===== src/adcts_regs.svh =====
`ifndef ADCTS_REGS_SVH
`define ADCTS_REGS_SVH

// Register indices on the serial configuration port
`define ADCTS_ADDR_W        8
`define ADCTS_OFS_FOUR      8'h15
`define ADCTS_OFS_SIX       8'h16
`define ADCTS_OFS_TEMP      8'h17

// Field layout of each result register
`define ADCTS_REG_W         16
`define ADCTS_STAMP_MSB     15
`define ADCTS_STAMP_LSB     10
`define ADCTS_STAMP_W       6
`define ADCTS_DATA_MSB      9
`define ADCTS_DATA_LSB      0
`define ADCTS_DATA_W        10

// Reset values
`define ADCTS_STAMP_RST     6'h00
`define ADCTS_DATA_RST      10'h000
`define ADCTS_RDATA_RST     16'h0000

// Counter wrap point and input synchroniser depth
`define ADCTS_STAMP_MAX     6'h3F
`define ADCTS_SYNC_STAGES   2

// Channel count held in this bank
`define ADCTS_NUM_CH        3

// Code scaling: analog step in nanovolts, temperature in milli-degrees
`define ADCTS_AIN_LSB_NV    3519000
`define ADCTS_TEMP_LSB_MDEG 701.5
`define ADCTS_TEMP_OFS_MDEG 198360

`endif


===== src/adcts_pkg.sv =====
`include "adcts_regs.svh"

package adcts_pkg;

   // Conversion source inside the monitoring converter
   typedef enum logic [1:0] {
      ADCTS_CH_FOUR,
      ADCTS_CH_SIX,
      ADCTS_CH_TEMP,
      ADCTS_CH_OTHER
   } adcts_chan_e;

   // One finished conversion from the converter sequencer
   typedef struct packed {
      logic                       valid;
      adcts_chan_e                chan;
      logic [`ADCTS_DATA_W-1:0]   data;
   } adcts_conv_s;

   // Layout of one result register, stamp on top
   typedef struct packed {
      logic [`ADCTS_STAMP_W-1:0]  stamp;
      logic [`ADCTS_DATA_W-1:0]   sample;
   } adcts_result_s;

endpackage : adcts_pkg


===== src/adcts_stamp_counter.sv =====
`timescale 1ns/100ps
`include "adcts_regs.svh"

module adcts_stamp_counter #(
   parameter int STAMP_W = `ADCTS_STAMP_W
) (
   input  wire logic               mclk,
   input  wire logic               arst_n,
   input  wire logic               noninvertingDriveInput,
   output logic [STAMP_W-1:0]      stampCount,
   output logic                    driveEdge
);

   // Field width is fixed by the register layout
   if (STAMP_W != `ADCTS_STAMP_W) begin : g_bad_width
      $error("stamp counter width must match the stamp field");
   end

   logic               syncA_r;     // First synchroniser stage
   logic               syncB_r;     // Second synchroniser stage
   logic               prevB_r;     // Delayed copy for edge detection
   logic [STAMP_W-1:0] count_r;     // Shared time stamp counter
   logic [STAMP_W-1:0] count_nxt;

   // Either transition of the synchronised pin
   assign driveEdge  = syncB_r ^ prevB_r;
   assign stampCount = count_r;

   // Next count: one step per edge, wraps past the top
   always_comb begin
      count_nxt = count_r;
      if (driveEdge) begin
         if (count_r == `ADCTS_STAMP_MAX) begin
            count_nxt = `ADCTS_STAMP_RST;
         end else begin
            count_nxt = count_r + STAMP_W'(1);
         end
      end
   end

   // Synchroniser, edge history and counter registers
   always_ff @(posedge mclk or negedge arst_n) begin
      if (!arst_n) begin
         syncA_r <= 1'b0;
         syncB_r <= 1'b0;
         prevB_r <= 1'b0;
         count_r <= `ADCTS_STAMP_RST;
      end else begin
         syncA_r <= noninvertingDriveInput;
         syncB_r <= syncA_r;
         prevB_r <= syncB_r;
         count_r <= count_nxt;
      end
   end

endmodule : adcts_stamp_counter


===== src/adcts_result_regs.sv =====
`timescale 1ns/100ps
`include "adcts_regs.svh"

module adcts_result_regs #(
   parameter int NUM_CH = `ADCTS_NUM_CH
) (
   input  wire logic                      mclk,
   input  wire logic                      arst_n,
   input  wire logic                      noninvertingDriveInput,
   input  wire adcts_pkg::adcts_conv_s    conv,
   input  wire logic                      rdEn,
   input  wire logic [`ADCTS_ADDR_W-1:0]  rdAddr,
   output logic [`ADCTS_REG_W-1:0]        rdData,
   output logic                           rdValid,
   input  wire logic                      wrEn,
   input  wire logic [`ADCTS_ADDR_W-1:0]  wrAddr,
   output logic                           wrDropped
);

   // Bank is laid out for exactly three result registers
   if (NUM_CH != `ADCTS_NUM_CH) begin : g_bad_count
      $error("result bank holds exactly three channels");
   end

   logic [`ADCTS_STAMP_W-1:0]  stampCount;     // Shared counter value
   logic                       driveEdge;      // Pin edge seen
   logic [NUM_CH-1:0]          convHit;        // Conversion per entry
   adcts_pkg::adcts_result_s   result_r   [NUM_CH];
   adcts_pkg::adcts_result_s   result_nxt [NUM_CH];
   logic [`ADCTS_REG_W-1:0]    rdData_r;       // Read answer word
   logic [`ADCTS_REG_W-1:0]    rdData_nxt;
   logic                       rdValid_r;      // Read answer strobe
   logic                       rdValid_nxt;
   logic                       wrDropped_r;    // Write refused strobe
   logic                       wrDropped_nxt;

   // Edge counter shared by all entries
   adcts_stamp_counter #(
      .STAMP_W                (`ADCTS_STAMP_W)
   ) u_stamp (
      .mclk                   (mclk),
      .arst_n                 (arst_n),
      .noninvertingDriveInput (noninvertingDriveInput),
      .stampCount             (stampCount),
      .driveEdge              (driveEdge)
   );

   // Decode which entry the finished conversion belongs to
   always_comb begin
      convHit = '0;
      if (conv.valid) begin
         unique case (conv.chan)
            adcts_pkg::ADCTS_CH_FOUR:  convHit[0] = 1'b1;
            adcts_pkg::ADCTS_CH_SIX:   convHit[1] = 1'b1;
            adcts_pkg::ADCTS_CH_TEMP:  convHit[2] = 1'b1;
            adcts_pkg::ADCTS_CH_OTHER: convHit    = '0;
         endcase
      end
   end

   // One result register per entry
   for (genvar i = 0; i < NUM_CH; i++) begin : g_entry
      // Next value: code and stamp only on own conversion
      always_comb begin
         result_nxt[i] = result_r[i];
         if (convHit[i]) begin
            // Raw code kept, so software scaling stays exact
            result_nxt[i].sample = conv.data;
            result_nxt[i].stamp  = stampCount;
         end
      end

      // Entry register, cleared on reset, no write path
      always_ff @(posedge mclk or negedge arst_n) begin
         if (!arst_n) begin
            result_r[i].stamp  <= `ADCTS_STAMP_RST;
            result_r[i].sample <= `ADCTS_DATA_RST;
         end else begin
            result_r[i] <= result_nxt[i];
         end
      end
   end

   // Read select and write refusal
   always_comb begin
      rdData_nxt    = rdData_r;
      rdValid_nxt   = rdEn;
      wrDropped_nxt = 1'b0;
      if (rdEn) begin
         unique case (rdAddr)
            `ADCTS_OFS_FOUR: rdData_nxt = result_r[0];
            `ADCTS_OFS_SIX:  rdData_nxt = result_r[1];
            `ADCTS_OFS_TEMP: rdData_nxt = result_r[2];
            default:         rdData_nxt = `ADCTS_RDATA_RST;
         endcase
      end
      // Read-only bank: writes are reported and discarded
      if (wrEn) begin
         unique case (wrAddr)
            `ADCTS_OFS_FOUR,
            `ADCTS_OFS_SIX,
            `ADCTS_OFS_TEMP: wrDropped_nxt = 1'b1;
            default:         wrDropped_nxt = 1'b0;
         endcase
      end
   end

   // Read port and write drop strobe registers
   always_ff @(posedge mclk or negedge arst_n) begin
      if (!arst_n) begin
         rdData_r    <= `ADCTS_RDATA_RST;
         rdValid_r   <= 1'b0;
         wrDropped_r <= 1'b0;
      end else begin
         rdData_r    <= rdData_nxt;
         rdValid_r   <= rdValid_nxt;
         wrDropped_r <= wrDropped_nxt;
      end
   end

   assign rdData    = rdData_r;
   assign rdValid   = rdValid_r;
   assign wrDropped = wrDropped_r;
endmodule : adcts_result_regs


===== config.mk =====
export PLATFORM = sky130hd
export DESIGN_NAME = adcts_result_regs
export DESIGN_NICKNAME = d
export VERILOG_FILES = /design/src/adcts_pkg.sv /design/src/adcts_stamp_counter.sv /design/src/adcts_result_regs.sv
export VERILOG_INCLUDE_DIRS = /design/src
export SDC_FILE = /design/constraint.sdc
export NUM_CORES = 1
export LEC_CHECK = 0
export BUFFER_PORTS_ARGS = -buffer_cell sky130_fd_sc_hd__buf_2
export CORE_MARGIN = 1.5
export CORE_UTILIZATION = 43
export DETAILED_ROUTE_END_ITERATION = 6
export GPL_TIMING_DRIVEN = 0
export SETUP_SLACK_MARGIN = 0.15
export SLEW_MARGIN = 10
export SYNTH_ARGS = -nofsm -noshare
export SYNTH_HDL_FRONTEND = slang
export SYNTH_SLANG_ARGS = --single-unit

===== constraint.sdc =====
create_clock -name mclk -period 1.6 [get_ports mclk]
set_input_delay 0.32 -clock mclk [delete_from_list [all_inputs] [get_ports mclk]]
set_output_delay 0.32 -clock mclk [all_outputs]
set_load 0.03 [all_outputs]

* Word level (Yosys, flattened, before mapping) *
Cells that the tools add are included.

operators by class
  add/sub/neg operators = 1
  equality and inequality tests = 9
  multiplexer cells = 8
  bitwise operators = 1
  reduce and logical (&&, ||, !) cells = 2

operator list
  operator               number
  $eq A8 B5 Y1 const B   6
  $pmux W16 S3           1
  $add A6 B1 Y6 const B  1
  $eq A6 B6 Y1 const B   1
  $mux W6                1
  $mux W1                5
  $mux W3                1
  $reduce_or A3 Y1       1
  $eq A2 B1 Y1 const B   1
  $eq A2 B2 Y1 const B   1
  $logic_not A2 Y1       1
  $xor A1 B1 Y1          1

storage, ports and cells
  register bits after elaboration = 75
  input port bits = 34
  output and inout bits = 18
  logic and storage cells = 34

* Longest topological paths before layout *
Gate-level depths: netlist (run 1).

  depth in word-level cells = 4
  gate-level depth with buffers = 6
  depth with buffers taken out = 4

* Modules after synthesis *
Synthesis (run 1) repeated with hierarchy kept, for this count alone.

unflattened totals
  cells, all modules = 236
  area total of the unflattened synthesis = 3230.6 um2

modules (own cells, without submodules)
  module               times used  cells each  area each (um2)  seq. area each (um2)
  adcts_result_regs    1           201         2857.7           1651.6
  adcts_stamp_counter  1           35          372.9            225.2

* Worst setup path after synthesis (run 1) *
Ideal clock, no wire load.

  path type = input port to flip-flop
  from = input port rdAddr[1]
  to = register rdData_r[10], in the netlist rdData[10]
  library setup time = 144 ps
  data arrival time = 1161 ps
  required time = 1456 ps
  slack = 295 ps
  cell stages on the path = 5
  path buffers = 2
  cells stage by stage = buf_6 > buf_4 > mux2_2 > a22oi_1 > o22ai_2

on the way
  cells in the longest elaborated chain, start to end = 2
  elaborated cells between the ends (all ways) = 4
  those cells by class = 3 x eq/ne; 1 x mux

RTL lines
  what                    line                      RTL
  start: declaration      adcts_result_regs.sv:12   input wire logic [`ADCTS_ADDR_W-1:0] rdAddr,
  $eq A8 B5 Y1            adcts_result_regs.sv:90   unique case (rdAddr)
  $pmux W16 S3 *          adcts_result_regs.sv:90
  end signal: assignment  adcts_result_regs.sv:111  rdData_r <= `ADCTS_RDATA_RST;
  end signal: assignment  adcts_result_regs.sv:115  rdData_r <= rdData_nxt;
  end: declaration        adcts_result_regs.sv:30   logic [`ADCTS_REG_W-1:0] rdData_r;

Every way passes the cells marked *; elsewhere a longest branch is shown, timed or not.
A chain may end at the register's enable or synchronous reset.

* Final worst setup path (run 1) *
  from = input port conv[11] (netlist bit)
  to = register result_r[45] (netlist bit)

on the way
  cells in the longest elaborated chain, start to end = 3

RTL lines
  what                            line                     RTL
  start: declaration              adcts_result_regs.sv:10  input wire adcts_pkg::adcts_conv_s conv,
  $logic_not A2 Y1                adcts_result_regs.sv:52  unique case (conv.chan)
  $mux W1                         adcts_result_regs.sv:52
  $mux W3                         adcts_result_regs.sv:51  if (conv.valid) begin
  end signal: indexed assignment  adcts_result_regs.sv:79  result_r[i] <= result_nxt[i];
  end: declaration                adcts_result_regs.sv:28  adcts_pkg::adcts_result_s result_r [NUM_CH];

Every way passes these cells.

==> results of run 1 <==
cell usage after synthesis (2+ instances only):
library cell / number
buf_4: 3
o22ai_1: 6
dfrtp_1: 75
a22oi_1: 16
nand2_1: 8
o21ai_0: 4
buf_2: 3
nand3b_2: 2
o22ai_2: 10
mux2_2: 64
buf_6: 3
xnor2_1: 3
nand3_1: 2
clkbuf_1: 3
inv_1: 16
timing repair:
action,CTS,global route
hold endpoints to repair,22,0
hold buffers,1,0
setup buffers,0,0
endpoints found under the setup margin,0,0
cells by family (layout without fill, tap and decap cells):
kind of cell	after synthesis	count (layout)
simple gates	19	19
mux	64	64
compound gates	42	42
xor+xnor	4	4
buf+inv	30	96
fa+ha+maj	1	1
flops	75	75
per-layer routing:
layer | track usage | vias to the layer above
li1 | - | 975
met1 | 0.2241 | 1025
met2 | 0.2650 | 48
met3 | 0.03283 | 10
met4 | 0.07540 | 0
met5 | 0 | -
layout make-up:
class / instances / area [µm²] / area share
tap: 99 / 123.9 / 0.03160
timing repair buffer: 51 / 285.3 / 0.07277
clock inverter: 5 / 77.57 / 0.01979
inverter: 16 / 60.06 / 0.01532
sequential: 75 / 1877 / 0.4788
clock buffer: 10 / 137.6 / 0.03511
multi-input combinational: 130 / 1257 / 0.3208
buffer: 14 / 101.3 / 0.02585
sequential cells by signal, indices dropped and copies added (netlist names):
register            cells
rdData                 16
result_r               48
u_stamp.stampCount      6
rdValid                 1
u_stamp.syncA_r         1
u_stamp.syncB_r         1
u_stamp.prevB_r         1
wrDropped               1
per-stage QoR:
step	utilization	hold WS [ps]	cell area, µm²	TNS, ps	total power [µW]
floorplan	-	24.41	3296	0	3297
global placement	0.4999	335.5	3665	-23740	3547
detailed placement	0.5040	244.6	3695	-914.0	3600
CTS	0.5347	71.41	3920	0	5195
global route	0.5347	71.23	3920	0	5426
finish	0.5347	85.17	3920	0	5142
power groups by stage:
stage	clock [µW]	combinational [µW]	sequential, µW
detailed placement	0	987	2610
global route	1700	1090	2640
CTS	1620	996	2580
floorplan	0	758	2540
finish	1590	979	2570
global placement	0	950	2600
worst max-delay path by stage:
stage / startpoint / slack (ps) / depth (start not counted) / end
floorplan: rdAddr[1] / 290 / 5 / rdData[10]
global placement: arst_n / -310 / 1 / result_r[22]
detailed placement: conv[11] / -100 / 4 / result_r[38]
CTS: conv[11] / 270 / 4 / result_r[36]
global route: u_stamp.stampCount[1] / 180 / 4 / u_stamp.stampCount[3]
finish: conv[11] / 270 / 4 / result_r[45]
==> qor.csv, run 1 <==
metric,value,unit
Worst R2R End,u_stamp.stampCount[3],
die height,90.55,µm
crit end category,flip-flop,
Synth Area in XOR/XNOR,0.01063,
Clock Path Buffers,2,
"non-filler cells, final",400,
met1 WL,3144,µm
Met2 Wirelength,2986,µm
Initial Util,0.4496,
Slew Limit Headroom,0.4438,
Worst Path Max Fanout,10,
DIE WIDTH,90.55,µm
Ant. Diodes,0,
largest net degree at the start of global routing,54,
RSZ-0062 raised after global routing,no,
count of final max-slew check failures,0,
area growth from synthesis to final layout,18.94,%
result of the run,completed,
Hold Path End,u_stamp.syncA_r,
Synth Warn #,0,
Synth Area in Simple Gates,0.03759,
global-route wire length before repair,10490,µm
dpl cells,384,
share of layout cells above drive strength 1,0.5116,
post-synthesis mux area share,0.2187,
Reg2Reg Launch Point,u_stamp.stampCount[1],
"Data arrival, critical path",1550,ps
Core ar.,7331,µm²
CP max-delay cell,nor3b_4,
final worst-path cycle share,0.8292,
met3 wire len,228,µm
WL/cell,16.17,µm
Final setup viols,0,
critical path type,primary input to flip-flop,
Post-route DRC,0,
H-tree level count,3,
Die ar.,8198,µm²
"Clk pin slew, worst setup/hold paths",70,ps
IO buf count,49,
Synth Area per Inst,14.02,µm²
post-synth cell types,32,
Worst Path Required,1830,ps
Synth area leaders,"dfrtp_1 (57%), mux2_2 (22%), o22ai_2 (3.8%), a22oi_1 (3.6%), inv_1 (1.8%)",
vias in the first global route,2155,
cell area power density,1312,nW/µm²
Detailed Routing Iterations Pass 1,3,
Starting DRT DRC Count,58,
fraction of power consumed by sequential logic,0.500,
CP Launch Type,primary input,
sequential area share after synthesis,0.5695,
Mapped Area,3296,µm²
Int Power,3793,µW
R2R Setup Slk,310,ps
CP max stage delay,510,ps
Worst Reg-to-Reg Cells,4,
Sw Share,0.2623,
FP Rows,31,
worst path bufs/invs,2,
worst min path class,primary input to flip-flop,
Worst IR Drop VDD,0.4635,mV
cts repair resizes,0,
Worst-Margin Slew,834.4,ps
initial antenna violation count,0,
worst-path cell chain,"buf_2, nor3b_4, buf_6, mux2_2",
largest family of logic cells by synthesized area,multiplexers,
Clock Latency Late Sink,340,ps
clock root cell,clkbuf_8,
most frequent cells in the layout,"dfrtp_1 (75), mux2_2 (64), buf_2 (51)",
complex-gate fraction of the synthesized area,0.1109,
Syn Nets,270,
"Primary FF master, synth",dfrtp_1,
CTS tree,built,
"most common cell after layout, fill and taps aside",dfrtp_1,
final net count,332,
setup ws final,273.2,ps
"CP delay by family, top",simple AND/OR/NAND/NOR gates,
Tmin final,1327,ps
Detail Placement HPWL,4267,µm
async set-reset flop share out of synthesis,1.000,
GRT Total Usage,0.1680,
"EDFF count, synth",0,
part of the power in combinational logic,0.190,
dpl ws,-98.31,ps
Fill cells,638,
Clock Power Share,0.309,
Vias,2058,
max-cap viol count,0,
Achievable Freq,753.7,MHz
Yosys top cell area share,0.5695,
hold_sp,noninvertingDriveInput,
Avg Vias per Cell,5.145,
Fin Clk Skew,9.559,ps
switching power total,1349,µW
DR top layer,met4,
dominant cell type by area after synthesis,dfrtp_1,
Mapped Cells,235,
Num CTS Buffers,9,
"FF+latch count, synth",75,
grt total ovfl,0,
GP Congestion,0.7386,
P_leak,0.001761,µW
final antenna-violating net count,0,
Final Hold Fails,0,
Synth Area in Adders,0.003797,
Worst Hold Path Cells,1,
Clock Sink Count,75,
WL final,6469,µm
Ports,52,
No activity file was read; power rests on OpenSTA's default activity.
==> inputs of run 2 (changes only) <==
Settings changed: PLACE_DENSITY from default to 0.66.
Clock period 1.6 ns to 1.1 ns, I/O delays scaled along.
==> qor.csv, run 2 (same netlist as run 1, synthesis figures left out) <==
metric,value,unit,change
share of layout cells above drive strength 1,0.6391,,+0.1275
Achievable Freq,894.1,MHz,
CTS tree,built,,
CP max stage delay,410,ps,-100 ps
crit end category,output port,,
"most common cell after layout, fill and taps aside",dfrtp_1,,
Post-route DRC,0,,unchanged
area growth from synthesis to final layout,38.76,%,
Clock Latency Late Sink,340,ps,about the same
H-tree level count,3,,unchanged
Die ar.,8198,µm²,unchanged
IO buf count,49,,unchanged
Avg Vias per Cell,5.134,,-0.22%
final antenna-violating net count,0,,unchanged
Slew Limit Headroom,0.6857,,+0.2419
worst-path cell chain,buf_6,,
Core ar.,7331,µm²,unchanged
cell area power density,1758,nW/µm²,+34%
largest reg by FF count,result_r,,
Ant. Diodes,0,,unchanged
switching power total,2218,µW,+64%
Fill cells,552,,-13%
Tmin final,1118,ps,
Worst IR Drop VDD,0.7073,mV,+53%
Initial Util,0.4496,,unchanged
count of final max-slew check failures,0,,unchanged
initial antenna violation count,0,,unchanged
clock root cell,clkbuf_8,,
vias in the first global route,2315,,+7.4%
Int Power,5820,µW,+53%
P_leak,0.002081,µW,+18%
Setup Total Neg Slack,-97.49,ps,-97.49 ps
Detail Placement HPWL,4315,µm,+1.1%
Starting DRT DRC Count,54,,-6.9%
failing checks,"negative hold slack, negative setup slack",,
critical path type,flip-flop to output port,,
"Data arrival, critical path",900,ps,-650 ps
Worst Setup SP,rdData[12],,
global-route wire length before repair,11590,µm,+10%
fraction of power consumed by sequential logic,0.480,,-0.020
max-cap viol count,0,,unchanged
Final setup viols,10,,+10
Final Util,0.6238,,+0.08909
"CP delay by family, top",flip-flops,,
final worst-path cycle share,1.017,,
part of the power in combinational logic,0.268,,+0.078
Num CTS Buffers,9,,unchanged
GP Congestion,0.7193,,-2.6%
Reg2Reg Launch Point,u_stamp.syncB_r,,
Clock Sink Count,75,,unchanged
RSZ-0062 raised after global routing,yes,,
Detailed Routing Iterations Pass 1,4,,+1
CP max-delay cell,dfrtp_1,,
Worst-Margin Slew,471.5,ps,-362.9 ps
max reg flops,48,,unchanged
Hold Buf Count CTS,2,,+1
grt total ovfl,0,,unchanged
die height,90.55,µm,unchanged
WL final,7108,µm,+9.9%
total power,8038,µW,+56%
WL/cell,16.69,µm,+3.2%
DIE WIDTH,90.55,µm,unchanged
largest net degree at the start of global routing,41,,-24%
Ports,52,,unchanged
final net count,357,,+7.5%
Fin Clk Skew,8.028,ps,-1.530 ps
result of the run,"finished, violations left",,
setup ws final,-18.42,ps,-291.7 ps
GRT Total Usage,0.1863,,+0.01830
Sw Share,0.2759,,+0.01355
Clock Power Share,0.252,,-0.057
CP Launch Type,flip-flop,,
Hold WS,-171.7,ps,-256.8 ps
Clock Path Buffers,2,,unchanged
FP Rows,31,,unchanged
Worst Path Required,880,ps,-950 ps
Final Hold Fails,35,,+35
"Clk pin slew, worst setup/hold paths",80,ps,about the same
most frequent cells in the layout,"dfrtp_1 (70), mux2_4 (33), mux2_2 (31)",,
worst path bufs/invs,1,,-1
worst min path class,primary input to asynchronous set/reset pin,,
Vias,2187,,+6.3%
Worst Path Max Fanout,2,,-8
==> run 2: cell count changes in the layout (fill, tap and decap cells not counted), sizes merged <==
cell         delta
clkinvlp        -1
dlygate4sd3     +1
clkinv          -1
bufinv          -2
buf            +25
clkbuf          +4
==> run 2: path summary, 6_finish.rpt <==
path | to | slack, ps | depth (start not counted)
setup / recovery | rdData[12] | -20 | 1
hold / removal | u_stamp.stampCount[0] | -170 | 1
setup reg to reg | u_stamp.stampCount[4] | -20 | 3
hold reg to reg | u_stamp.syncB_r | 350 | 0
max in group asynchronous | u_stamp.stampCount[4] | 700 | 2
min in group mclk | wrDropped | 30 | 2
==> run 2: per-layer routing <==
| metal | vias to the layer above | GRT usage | wire length, µm |
|---|---|---|---|
| met5 | - | 0 | 0 |
| met4 | 0 | 0.08730 | 139 |
| met3 | 10 | 0.03956 | 184 |
| met2 | 36 | 0.3095 | 3749 |
| met1 | 1115 | 0.2311 | 3034 |
| li1 | 1026 | - | - |
==> run 2: repair_timing <==
action | 4_1_cts | 5_1_grt
setup endpoints to repair | 58 | 55
pin swaps | 10 | 10
endpoints found under the hold margin | 37 | 35
setup buffers | 12 | 11
gates resized for setup | 69 | 19
cloned | 0 | 1
==> run 2: stage by stage <==
stage	instances	cell area, µm²	worst slack (ps)
floorplan	235	3475	-73.60
global placement	383	3844	-829.3
detailed placement	384	3866	-493.8
CTS	414	4414	-36.39
global route	426	4573	-79.71
finish	426	4573	-18.42
==> run 2: area by class of cell <==
class	instances	area, µm²	area share
buffer	14	158.9	0.03475
clock buffer	15	186.4	0.04077
clock inverter	1	5.005	0.001094
inverter	16	60.06	0.01313
multi-input combinational	130	1558	0.3406
sequential	75	1883	0.4118
tap	99	123.9	0.02709
timing repair buffer	76	598.1	0.1308
==> run 2: power groups by stage <==
stage	Sequential [µW]	Combinational, µW	Clock (µW)
4_1_cts	3800	1980	2070
5_1_grt	3940	2340	2210
6_report	3860	2150	2020
2_1_floorplan	3750	1300	0
3_3_place_gp	3820	1580	0
3_5_place_dp	3860	1640	0
